File: src/shared/vbi_capture_pkg.sv
// Constants shared by the VBI data capture register block
package vbi_capture_pkg;

    // Register sub-addresses
    localparam logic [7:0] ADDR_CAPTURE_REQUEST = 8'h0A;
    localparam logic [7:0] ADDR_STATUS_FLAGS    = 8'h10;
    localparam logic [7:0] ADDR_CAPTION_LOW     = 8'h12;
    localparam logic [7:0] ADDR_CAPTION_HIGH    = 8'h13;
    localparam logic [7:0] ADDR_EXTENDED_LOW    = 8'h14;
    localparam logic [7:0] ADDR_EXTENDED_HIGH   = 8'h15;
    localparam logic [7:0] ADDR_COPY_UPPER      = 8'h16;
    localparam logic [7:0] ADDR_COPY_LOWER      = 8'h17;

    // Request bit positions
    localparam int REQ_CAPTION_BIT   = 0;
    localparam int REQ_EXTENDED_BIT  = 1;
    localparam int REQ_COPY_INFO_BIT = 2;

    // Status bit positions
    localparam int STS_CAPTION_BIT   = 5;
    localparam int STS_EXTENDED_BIT  = 6;
    localparam int STS_COPY_INFO_BIT = 7;

    // Values after reset
    localparam logic       DONE_FLAG_RESET = 1'b1;
    localparam logic [7:0] DATA_REG_RESET  = 8'h00;

    // Active video ranges, 525-line system
    localparam logic [9:0] NTSC_ACT1_FIRST = 10'd22;
    localparam logic [9:0] NTSC_ACT1_LAST  = 10'd261;
    localparam logic [9:0] NTSC_ACT2_FIRST = 10'd285;
    localparam logic [9:0] NTSC_ACT2_LAST  = 10'd524;

    // Active video ranges, 625-line system
    localparam logic [9:0] PAL_ACT1_FIRST = 10'd23;
    localparam logic [9:0] PAL_ACT1_LAST  = 10'd310;
    localparam logic [9:0] PAL_ACT2_FIRST = 10'd336;
    localparam logic [9:0] PAL_ACT2_LAST  = 10'd623;

    // Data-bearing lines
    localparam logic [9:0] LINE_CAPTION    = 10'd21;
    localparam logic [9:0] LINE_EXTENDED   = 10'd284;
    localparam logic [9:0] LINE_VBID_ODD   = 10'd20;
    localparam logic [9:0] LINE_VBID_EVEN  = 10'd283;
    localparam logic [9:0] LINE_WSS        = 10'd23;

    // Black level sent during blanking
    localparam logic [7:0] BLACK_LUMA   = 8'h10;
    localparam logic [7:0] BLACK_CHROMA = 8'h80;

    // Copy-management word check: x^6 + x + 1, preset to all ones
    localparam logic [5:0] VBID_CRC_PRESET = 6'h3F;
    localparam int         VBID_DATA_BITS  = 14;
    localparam int         VBID_CRC_BITS   = 6;

endpackage

File: src/verilog/vbi_data_capture_regs.sv
// VBI data capture registers: request, completion flags and decoded data
`timescale 1ns/1ps
`default_nettype none

// How it works
//
// Three capture kinds share one pattern:
// a pending bit, a done flag and a data store.
// Caption, extended caption and copy info
// each run on their own, never waiting on
// one another.

// Arming
//
// A write to the request register with a bit
// set arms that kind of capture.
// The pending bit rises at the next edge.
// The done flag falls at that same edge.
// Zero bits in the write change nothing.
// Reserved upper bits are simply dropped.

// Re-arming
//
// Writing a request that is already pending
// keeps it pending and keeps the flag low.
// Nothing is queued: one request gives
// at most one capture.

// Capture
//
// The slicer outside this block gives one
// pulse per line with the sliced bits.
// A pulse is used only when its kind is
// pending and the line number matches.
// Any other pulse is ignored outright.
// That keeps a stale line from overwriting
// data the host has not read yet.

// Commit
//
// On a valid pulse the data store loads and
// the flag rises at the very same edge.
// The host can never see a set flag while
// the store still holds older bytes.
// The pending bit drops at that edge too.

// Collision
//
// A pulse and a new request can land in one
// cycle. The flag then reads one, and the new
// request stays armed for the next line.
// Losing the captured data was judged worse
// than one extra capture.

// Flags after reset
//
// All three flags come up set, so a poller
// that starts before any request sees
// nothing outstanding.
// Pending bits come up clear.

// Data after reset
//
// Every data store reads zero after reset.
// Software should not trust a store before
// its first completed capture.

// Line systems
//
// A single level input says whether the
// source is a 525 or a 625 line system.
// Caption, extended caption and copy
// management only exist on 525 lines.
// Widescreen signalling only exists on 625.
// Lines of the wrong system never commit.

// Line numbers
//
// Line numbers are one based and come from
// the decoder's own line counter.
// This block does not count lines itself,
// so it follows whatever that counter says.

// Copy management word
//
// The sliced copy word arrives first bit
// highest, with six check bits below it.
// The check code is recomputed here over
// all fourteen data bits and compared.
// Only thirteen data bits are stored; the
// last slot keeps the check result instead.
// A one there means the code matched.

// Check code
//
// The generator is x^6 + x + 1, preset to
// all ones, fed first bit first.
// The loop unrolls into a small xor tree;
// it sits on the slicer pulse path only.

// Widescreen word
//
// On 625 lines the shared store takes the
// fourteen widescreen bits as they stand.
// No check is applied to them.

// Shared store
//
// Copy management and widescreen results
// use one register pair. A capture of either
// kind replaces what the other left there.
// Software must know the line system when
// it interprets the pair.

// Reading
//
// Reads are combinational from the address.
// Reserved bits and unmapped addresses read
// zero, as does the write-only request
// register.
// Reading never clears or changes anything.

// Status register
//
// The three flags fill the top bits of the
// shared status byte. The low five bits are
// other decoder status passed through.
// Writes to the status byte are ignored.

// Pixel path
//
// Pixels pass through one register stage.
// Lines outside the active window are
// replaced by black: luma sixteen and both
// chroma codes at mid-scale.
// The window depends on the line system.
// A flag output marks lines let through.

// Latency
//
// Pixel output lags its input by one clock.
// Register writes take effect at the next
// edge, and a commit is visible one edge
// after its slicer pulse.

// Limitations
//
// No timeout: a request on a system that
// never carries its line stays pending.
// Black forcing has no enable bit here.
// No interrupt is raised; software polls.


module vbi_data_capture_regs
    import vbi_capture_pkg::*;
(
    // Clock and reset
    input  wire logic        clk,
    input  wire logic        arst_n,

    // Register access from the serial control core
    input  wire logic [7:0]  reg_addr,
    input  wire logic        reg_wr,
    input  wire logic [7:0]  reg_wdata,
    output logic      [7:0]  reg_rdata,

    // Line timing from the decoder core
    input  wire logic        system_625,
    input  wire logic [9:0]  line_number,

    // Sliced VBI bits, one pulse at the end of a line
    input  wire logic        slice_valid,
    input  wire logic [19:0] slice_bits,

    // Other status bits of the shared status register
    input  wire logic [4:0]  other_status,

    // Pixel stream in and out
    input  wire logic [7:0]  luma_in,
    input  wire logic [7:0]  cb_in,
    input  wire logic [7:0]  cr_in,
    output logic      [7:0]  luma_out,
    output logic      [7:0]  cb_out,
    output logic      [7:0]  cr_out,
    output logic             active_line
);

    // Check code over copy-management bits, first bit shifted in first
    function automatic logic [5:0] vbid_crc(input logic [13:0] bits);
        logic [5:0] crc;
        logic       fb;
        crc = VBID_CRC_PRESET;
        for (int i = VBID_DATA_BITS - 1; i >= 0; i--) begin
            fb  = crc[5] ^ bits[i];
            crc = {crc[4:0], 1'b0} ^ {4'b0000, fb, fb};
        end
        return crc;
    endfunction

    // Range test used for both line systems
    function automatic logic in_range(input logic [9:0] n,
                                      input logic [9:0] lo,
                                      input logic [9:0] hi);
        return (n >= lo) && (n <= hi);
    endfunction

    logic        caption_pending_q,  caption_pending_d;
    logic        extended_pending_q, extended_pending_d;
    logic        copy_pending_q,     copy_pending_d;
    logic        caption_done_flag_q,   caption_done_flag_d;
    logic        extended_done_flag_q,  extended_done_flag_d;
    logic        copy_info_done_flag_q, copy_info_done_flag_d;
    logic [15:0] caption_word_q;
    logic [15:0] extended_word_q;
    logic [13:0] copy_info_q;
    logic [13:0] copy_info_d;

    // Active line decode
    wire ntsc_active = in_range(line_number, NTSC_ACT1_FIRST, NTSC_ACT1_LAST)
                     | in_range(line_number, NTSC_ACT2_FIRST, NTSC_ACT2_LAST);
    wire pal_active  = in_range(line_number, PAL_ACT1_FIRST, PAL_ACT1_LAST)
                     | in_range(line_number, PAL_ACT2_FIRST, PAL_ACT2_LAST);
    wire line_active = system_625 ? pal_active : ntsc_active;

    // Request decode; a zero in a bit leaves that capture alone
    wire req_wr        = reg_wr && (reg_addr == ADDR_CAPTURE_REQUEST);
    wire caption_req   = req_wr && reg_wdata[REQ_CAPTION_BIT];
    wire extended_req  = req_wr && reg_wdata[REQ_EXTENDED_BIT];
    wire copy_info_req = req_wr && reg_wdata[REQ_COPY_INFO_BIT];

    // Which line is carrying which data
    wire on_caption_line  = !system_625 && (line_number == LINE_CAPTION);
    wire on_extended_line = !system_625 && (line_number == LINE_EXTENDED);
    wire on_vbid_line     = !system_625 && ((line_number == LINE_VBID_ODD)
                                         || (line_number == LINE_VBID_EVEN));
    wire on_wss_line      = system_625 && (line_number == LINE_WSS);

    // Commit strobes: only a pending request consumes a sliced line
    wire caption_commit  = slice_valid && caption_pending_q && on_caption_line;
    wire extended_commit = slice_valid && extended_pending_q && on_extended_line;
    wire copy_commit     = slice_valid && copy_pending_q
                         && (on_vbid_line || on_wss_line);

    // Copy-management bits arrive first-bit-high with the check code below them
    wire [13:0] vbid_payload = slice_bits[19:6];
    wire [5:0]  vbid_check   = slice_bits[5:0];
    wire        vbid_crc_ok  = (vbid_crc(vbid_payload) == vbid_check);

    // Shared storage layout: on 525 lines 13 data bits then the check result in the last slot; on 625 lines all 14 widescreen bits
    always_comb begin
        if (system_625) begin
            copy_info_d = slice_bits[13:0];
        end else begin
            copy_info_d = {vbid_payload[13:1], vbid_crc_ok};
        end
    end

    // Pending and flag next state; a decode landing with a new request still sets the flag
    always_comb begin
        caption_pending_d     = caption_req   | (caption_pending_q  & ~caption_commit);
        extended_pending_d    = extended_req  | (extended_pending_q & ~extended_commit);
        copy_pending_d        = copy_info_req | (copy_pending_q     & ~copy_commit);
        caption_done_flag_d   = caption_commit  ? 1'b1 :
                                (caption_req ? 1'b0 : caption_done_flag_q);
        extended_done_flag_d  = extended_commit ? 1'b1 :
                                (extended_req ? 1'b0 : extended_done_flag_q);
        copy_info_done_flag_d = copy_commit ? 1'b1 :
                                (copy_info_req ? 1'b0 : copy_info_done_flag_q);
    end

    // Request and completion state
    always_ff @(posedge clk or negedge arst_n) begin
        if (!arst_n) begin
            caption_pending_q     <= 1'b0;
            extended_pending_q    <= 1'b0;
            copy_pending_q        <= 1'b0;
            caption_done_flag_q   <= DONE_FLAG_RESET;
            extended_done_flag_q  <= DONE_FLAG_RESET;
            copy_info_done_flag_q <= DONE_FLAG_RESET;
        end else begin
            caption_pending_q     <= caption_pending_d;
            extended_pending_q    <= extended_pending_d;
            copy_pending_q        <= copy_pending_d;
            caption_done_flag_q   <= caption_done_flag_d;
            extended_done_flag_q  <= extended_done_flag_d;
            copy_info_done_flag_q <= copy_info_done_flag_d;
        end
    end

    // Decoded data; loads only on its own commit so old data is kept
    always_ff @(posedge clk or negedge arst_n) begin
        if (!arst_n) begin
            caption_word_q  <= {DATA_REG_RESET, DATA_REG_RESET};
            extended_word_q <= {DATA_REG_RESET, DATA_REG_RESET};
            copy_info_q     <= {DATA_REG_RESET[5:0], DATA_REG_RESET};
        end else begin
            if (caption_commit) begin
                caption_word_q <= slice_bits[15:0];
            end
            if (extended_commit) begin
                extended_word_q <= slice_bits[15:0];
            end
            if (copy_commit) begin
                copy_info_q <= copy_info_d;
            end
        end
    end

    // Status register image
    wire [7:0] status_image = {copy_info_done_flag_q, extended_done_flag_q,
                               caption_done_flag_q, other_status};

    // Read mux; request register is write-only and reads zero like unmapped addresses
    always_comb begin
        unique case (reg_addr)
            ADDR_STATUS_FLAGS:  reg_rdata = status_image;
            ADDR_CAPTION_LOW:   reg_rdata = caption_word_q[7:0];
            ADDR_CAPTION_HIGH:  reg_rdata = caption_word_q[15:8];
            ADDR_EXTENDED_LOW:  reg_rdata = extended_word_q[7:0];
            ADDR_EXTENDED_HIGH: reg_rdata = extended_word_q[15:8];
            ADDR_COPY_UPPER:    reg_rdata = {2'b00, copy_info_q[13:8]};
            ADDR_COPY_LOWER:    reg_rdata = copy_info_q[7:0];
            default:            reg_rdata = 8'h00;
        endcase
    end

    // Pixel output; blanking lines are forced to black one cycle later
    always_ff @(posedge clk or negedge arst_n) begin
        if (!arst_n) begin
            luma_out    <= BLACK_LUMA;
            cb_out      <= BLACK_CHROMA;
            cr_out      <= BLACK_CHROMA;
            active_line <= 1'b0;
        end else begin
            luma_out    <= line_active ? luma_in : BLACK_LUMA;
            cb_out      <= line_active ? cb_in   : BLACK_CHROMA;
            cr_out      <= line_active ? cr_in   : BLACK_CHROMA;
            active_line <= line_active;
        end
    end

endmodule

`default_nettype wire

File: config.mk
export PLATFORM = sky130hd
export DESIGN_NAME = vbi_data_capture_regs
export DESIGN_NICKNAME = d
export VERILOG_FILES = /design/src/shared/vbi_capture_pkg.sv /design/src/verilog/vbi_data_capture_regs.sv
export SDC_FILE = /design/constraint.sdc
export NUM_CORES = 1
export LEC_CHECK = 0
export ABC_CLOCK_PERIOD_IN_PS = 2600
export BUFFER_PORTS_ARGS = -buffer_cell sky130_fd_sc_hd__buf_2
export CAP_MARGIN = 40
export CORE_AREA = 3 3 100 174
export DETAILED_ROUTE_END_ITERATION = 8
export DIE_AREA = 0 0 103 177
export GPL_ROUTABILITY_DRIVEN = 0
export HOLD_SLACK_MARGIN = 0.08
export SLEW_MARGIN = 20
export SYNTH_ARGS = -nofsm -noshare
export SYNTH_HDL_FRONTEND = slang
export SYNTH_SLANG_ARGS = --single-unit
export TNS_END_PERCENT = 20
File: constraint.sdc
create_clock -name clk -period 2.6 [get_ports clk]
set_input_delay 0.52 -clock clk [delete_from_list [all_inputs] [get_ports clk]]
set_output_delay 0.52 -clock clk [all_outputs]
set_load 0.01 [all_outputs]
======== Word-level counts from Yosys, hierarchy flattened ========
Cells that the tools add are included.
word-level totals
  flip-flop bits (word level) ............. 77
  input port bits ......................... 80
  output and inout bits ................... 33
  word-level logic and storage cells ...... 110
cells by class
  magnitude comparators ................... 8
  eq/ne operators ......................... 14
  muxes and demuxes ....................... 12
  bitwise logic cells ..................... 39
  reduce and logical (&&, ||, !) cells .... 24
operator list
  operator              number
  $xor 6x2->6           13
  $eq 8x5->1 const B    7
  $pmux 8 s7            1
  $eq 10x5->1 const B   3
  $mux 8                3
  $eq 10x9->1 const B   2
  $ge 10x5->1 const B   2
  $ge 10x9->1 const B   2
  $le 10x10->1 const B  2
  $le 10x9->1 const B   2
  $logic_and 1x1->1     18
  $mux 14               1
  $xor 1x1->1           13
  $eq 8x4->1 const B    1
  $mux 1                7
  $eq 6x6->1            1
  $reduce_bool 2->1     3
  $not 1->5             1
  $or 1x1->1            5
  $not 1->1             4
  $and 1x1->1           3
  $logic_or 1x1->1      2
  $logic_not 1->1       1

======== Longest topological paths before layout ========
  word-level depth ........................ 30
  gate-level depth with buffers ........... 7
  mapped depth without buffers ............ 5

======== Worst setup path after synthesis ========
OpenSTA, ideal clock, no wires.
  path kind ............................... input to output
  start point ............................. input port reg_addr[5]
  end point ............................... output port reg_rdata[5]
  arrival time ............................ 2.043 ns
  data required time ...................... 2.080 ns
  setup slack ............................. 0.037 ns
  stages on the path ...................... 6
  path buffers ............................ 1
  path through ............................ nor3_1 > nor4bb_1 > clkbuf_1 > a22oi_1 > a21oi_1 > o21a_1
on the way
  cells in the longest elaborated chain, start to end .. 2
  elaborated cells on any way between the ends .. 8
  classes of those cells .................. 7 x eq/ne; 1 x mux
ends and longest elaborated chain
  what                line                          source
  start: declaration  vbi_data_capture_regs.sv:162  input wire logic [7:0] reg_addr,
  $eq 8x5->1          vbi_data_capture_regs.sv:315  unique case (reg_addr)
  $pmux 8 s7 *        vbi_data_capture_regs.sv:315
  end: declaration    vbi_data_capture_regs.sv:165  output logic [7:0] reg_rdata,
Every way passes the cells marked *; elsewhere a longest branch is shown, timed or not.

======== Worst setup path after layout ========
  start point ............................. input port reg_addr[5]
  end point ............................... output port reg_rdata[6]
The elaborated chain is that of the path after synthesis.

==> flow_metrics.env <==
export IMPL_cts_buffers=9
export IMPL_synth_main_ff_cell="dfrtp_1"
export IMPL_rsz0062_at_grt="no"
export IMPL_p_per_area_nw_per_um2=565
export IMPL_drtIter0Drc=75
export IMPL_skew_ns=0.00575
export IMPL_max_freq_mhz=398
export IMPL_yosysSeqAreaShare_pct=48.4
export IMPL_cts_tree="built"
export IMPL_fin_area_um2=5170
export IMPL_leakage_nw=2.59
export IMPL_path_clk_slew_ns=0.06
export IMPL_endpoint_kind="primary output"
export IMPL_fin_crit_sh_pct=96.6
export IMPL_grt_max_degree=76
export IMPL_ctsLongestPathBuffers=2
export IMPL_syn_area_um2=4000
export IMPL_final_common_cell="buf_2"
export IMPL_drt_pass1_iter_count=4
export IMPL_hold_path_class="in -> async"
export IMPL_antenna_found_initial=3
export IMPL_crit_arrival_ns=1.99
export IMPL_layout_common_cells="buf_2, dfrtp_1, mux2_2"
export IMPL_rows=61
export IMPL_clock_latency_ns=0.33
export IMPL_nets=528
export IMPL_yosysUniqueCellTypes=53
export IMPL_area_growth_pct=29.4
export IMPL_syn_nets=416
export IMPL_status="complete, no violations"
export IMPL_slew_violations=0
export IMPL_synth_edf_count=0
export IMPL_die_height_um=177
export IMPL_register_area_um2=1930
export IMPL_dp_final_hpwl_um=8130
export IMPL_root_buffer="clkbuf_16"
export IMPL_fin_cells=642
export IMPL_grt_ovfl_total=0
export IMPL_io_buffers=107
export IMPL_grt_pass1_wl_um=16900
export IMPL_place_area_um2=4850
export IMPL_vias=3101
export IMPL_antennaDiodeCount=0
export IMPL_finalHoldViolations=0
export IMPL_layout_min_cycle_time_ns=2.51
export IMPL_worstPathMaxFanout=8
export IMPL_drive_gt1_share_pct=43.0
export IMPL_chipWidth_um=103
export IMPL_routed_wl_um=10800
export IMPL_track_usage_pct=12.0
export IMPL_cp_start_kind="primary input"
export IMPL_irDropWorstVdd_mv=0.262
export IMPL_synth_avg_cell_area_um2=11.9
export IMPL_cts_num_sinks=77
export IMPL_hold_buffers=0
export IMPL_wl_per_cell_um=16.8
export IMPL_synthArstFlopShare_pct=100
export IMPL_ios=113
export IMPL_fill_cells=1635
export IMPL_cp_required_ns=2.08
export IMPL_die_area_um2=18200
export IMPL_start_util_pct=24.9
export IMPL_htreeDepth=3
export IMPL_coreArea_um2=16000
export IMPL_grt_pass1_vias=3283
export IMPL_power_mw=2.92
export IMPL_ys_ff_latch=77
export IMPL_post_drt_via_cell_ratio=4.83
export IMPL_synthCells=336
export IMPL_cap_violations=0
export IMPL_postRouteAntennaNets=0
export IMPL_setup_viol=0
export IMPL_max_slew_worst_pin_slew_ns=0.601
export IMPL_dpl_cell_count=625
export IMPL_relSlewSlack_pct=59.8
export IMPL_synth_warnings=0
export IMPL_drc_errors=0
export IMPL_multi_input_area_um2=1970
export IMPL_crit_type="in -> out"
## power by group
part	leakage, nW	switching (mW)	total, mW	internal (mW)
combinational	1.43	0.224	0.423	0.198
sequential	1.02	0.0155	1.26	1.25
clock	0.145	0.499	1.24	0.738
total	2.59	0.739	2.92	2.18
## path summary, 6_finish.rpt
| check | startpoint | to | slack [ns] | cells after the start |
|---|---|---|---|---|
| min reg2reg | caption_word_q[0]$_DFFE_PN0P_ | caption_word_q[0]$_DFFE_PN0P_ | 0.49 | 2 |
| max in group asynchronous | arst_n | cr_out[7]$_DFF_PN1_ | 2.04 | 2 |
| min in group clk | cr_in[7] | cr_out[7]$_DFF_PN1_ | 0.38 | 2 |
| max reg2reg | caption_pending_q$_DFF_PN0_ | caption_word_q[2]$_DFFE_PN0P_ | 1.19 | 4 |
| min | arst_n | extended_done_flag_q$_DFFE_PN1P_ | 0.15 | 1 |
| max | reg_addr[5] | reg_rdata[6] | 0.09 | 8 |
## flip-flops by register name (all words and copies together), names as in the netlist, 8 cells and up
signal,cells
copy_info_q,14
cr_out,8
luma_out,8
caption_word_q,16
cb_out,8
extended_word_q,16
## through the flow
step	setup WS, ns	setup TNS (ns)	utilization, %	hold WS (ns)
2_1_floorplan	0.0374	0	-	0.224
3_3_place_gp	0.00322	0	30.3	0.465
3_5_place_dp	-0.0421	-0.0659	30.3	0.481
4_1_cts	0.0305	0	32.2	0.132
5_1_grt	0.00700	0	32.3	0.136
6_report	0.0883	0	32.3	0.147
## routing by layer
layer  GRT usage [%]  vias up  share of wire [%]  wire [um]
met5               0        -               0.43         46
met4            5.08        6                2.5        272
met3            3.04       23                5.9        638
met2            21.3      106                 54       5880
met1            13.3     1519                 37       3970
li1                -     1447                  -          -
## cells by family after synthesis
family          Yosys count  synth area share [%]
mux                      57                  17.8
compound gates           62                  10.7
buf+inv                  27                  2.85
xor+xnor                 18                  6.42
simple gates             95                  13.9
flops                    77                  48.4
## layout make-up
type | count | share of cell area (%)
flip-flops and latches | 77 | 37.4
multi-input cells | 232 | 38.2
repair buffers | 121 | 13.7
inverters | 7 | 0.508
clock buffers | 9 | 4.36
clock inverters | 7 | 1.28
well taps | 189 | 4.57
## timing repair
| action | CTS | global route |
|---|---|---|
| gates resized for setup | 1 | 2 |
| buffers inserted | 1 | 0 |
| setup endpoints to repair | 2 | 2 |
## synthesized netlist by cell type (all sizes together), types with 2 or more instances
master  number  area share [%]
dfrtp       71              44
xnor2        6             1.3
nand2       17             1.6
nor4bb       2            0.50
xnor3        5             2.8
nand3        4            0.50
mux2        37              11
or3          6            0.94
buf          4            0.69
a22o         8             1.8
or2          2            0.31
mux2i       15             3.8
nor3b       21             3.9
a22oi        5            0.94
o21ai        5            0.63
mux4         5             2.8
nand2b       7             1.1
a21oi       19             2.4
dfstp        6             3.9
and3         2            0.34
nor2        21             2.0
and3b        2            0.44
clkbuf      16             1.5
a221oi       4            0.88
xor3         2             1.2
inv          7            0.66
xor2         5             1.1
a31oi        3            0.47
o31ai        3            0.56
nor3         4            0.78
a21o         4            0.78
a211oi       3            0.56
## worst max-delay path, cell delays in order
cell and delay, ns:
buf_2 0.10, nor3_2 0.22, nor4bb_4 0.25, buf_6 0.17, a22oi_1 0.09, mux4_2 0.46
inv_1 0.06, buf_2 0.12
Power figures use the tool's default switching activity.
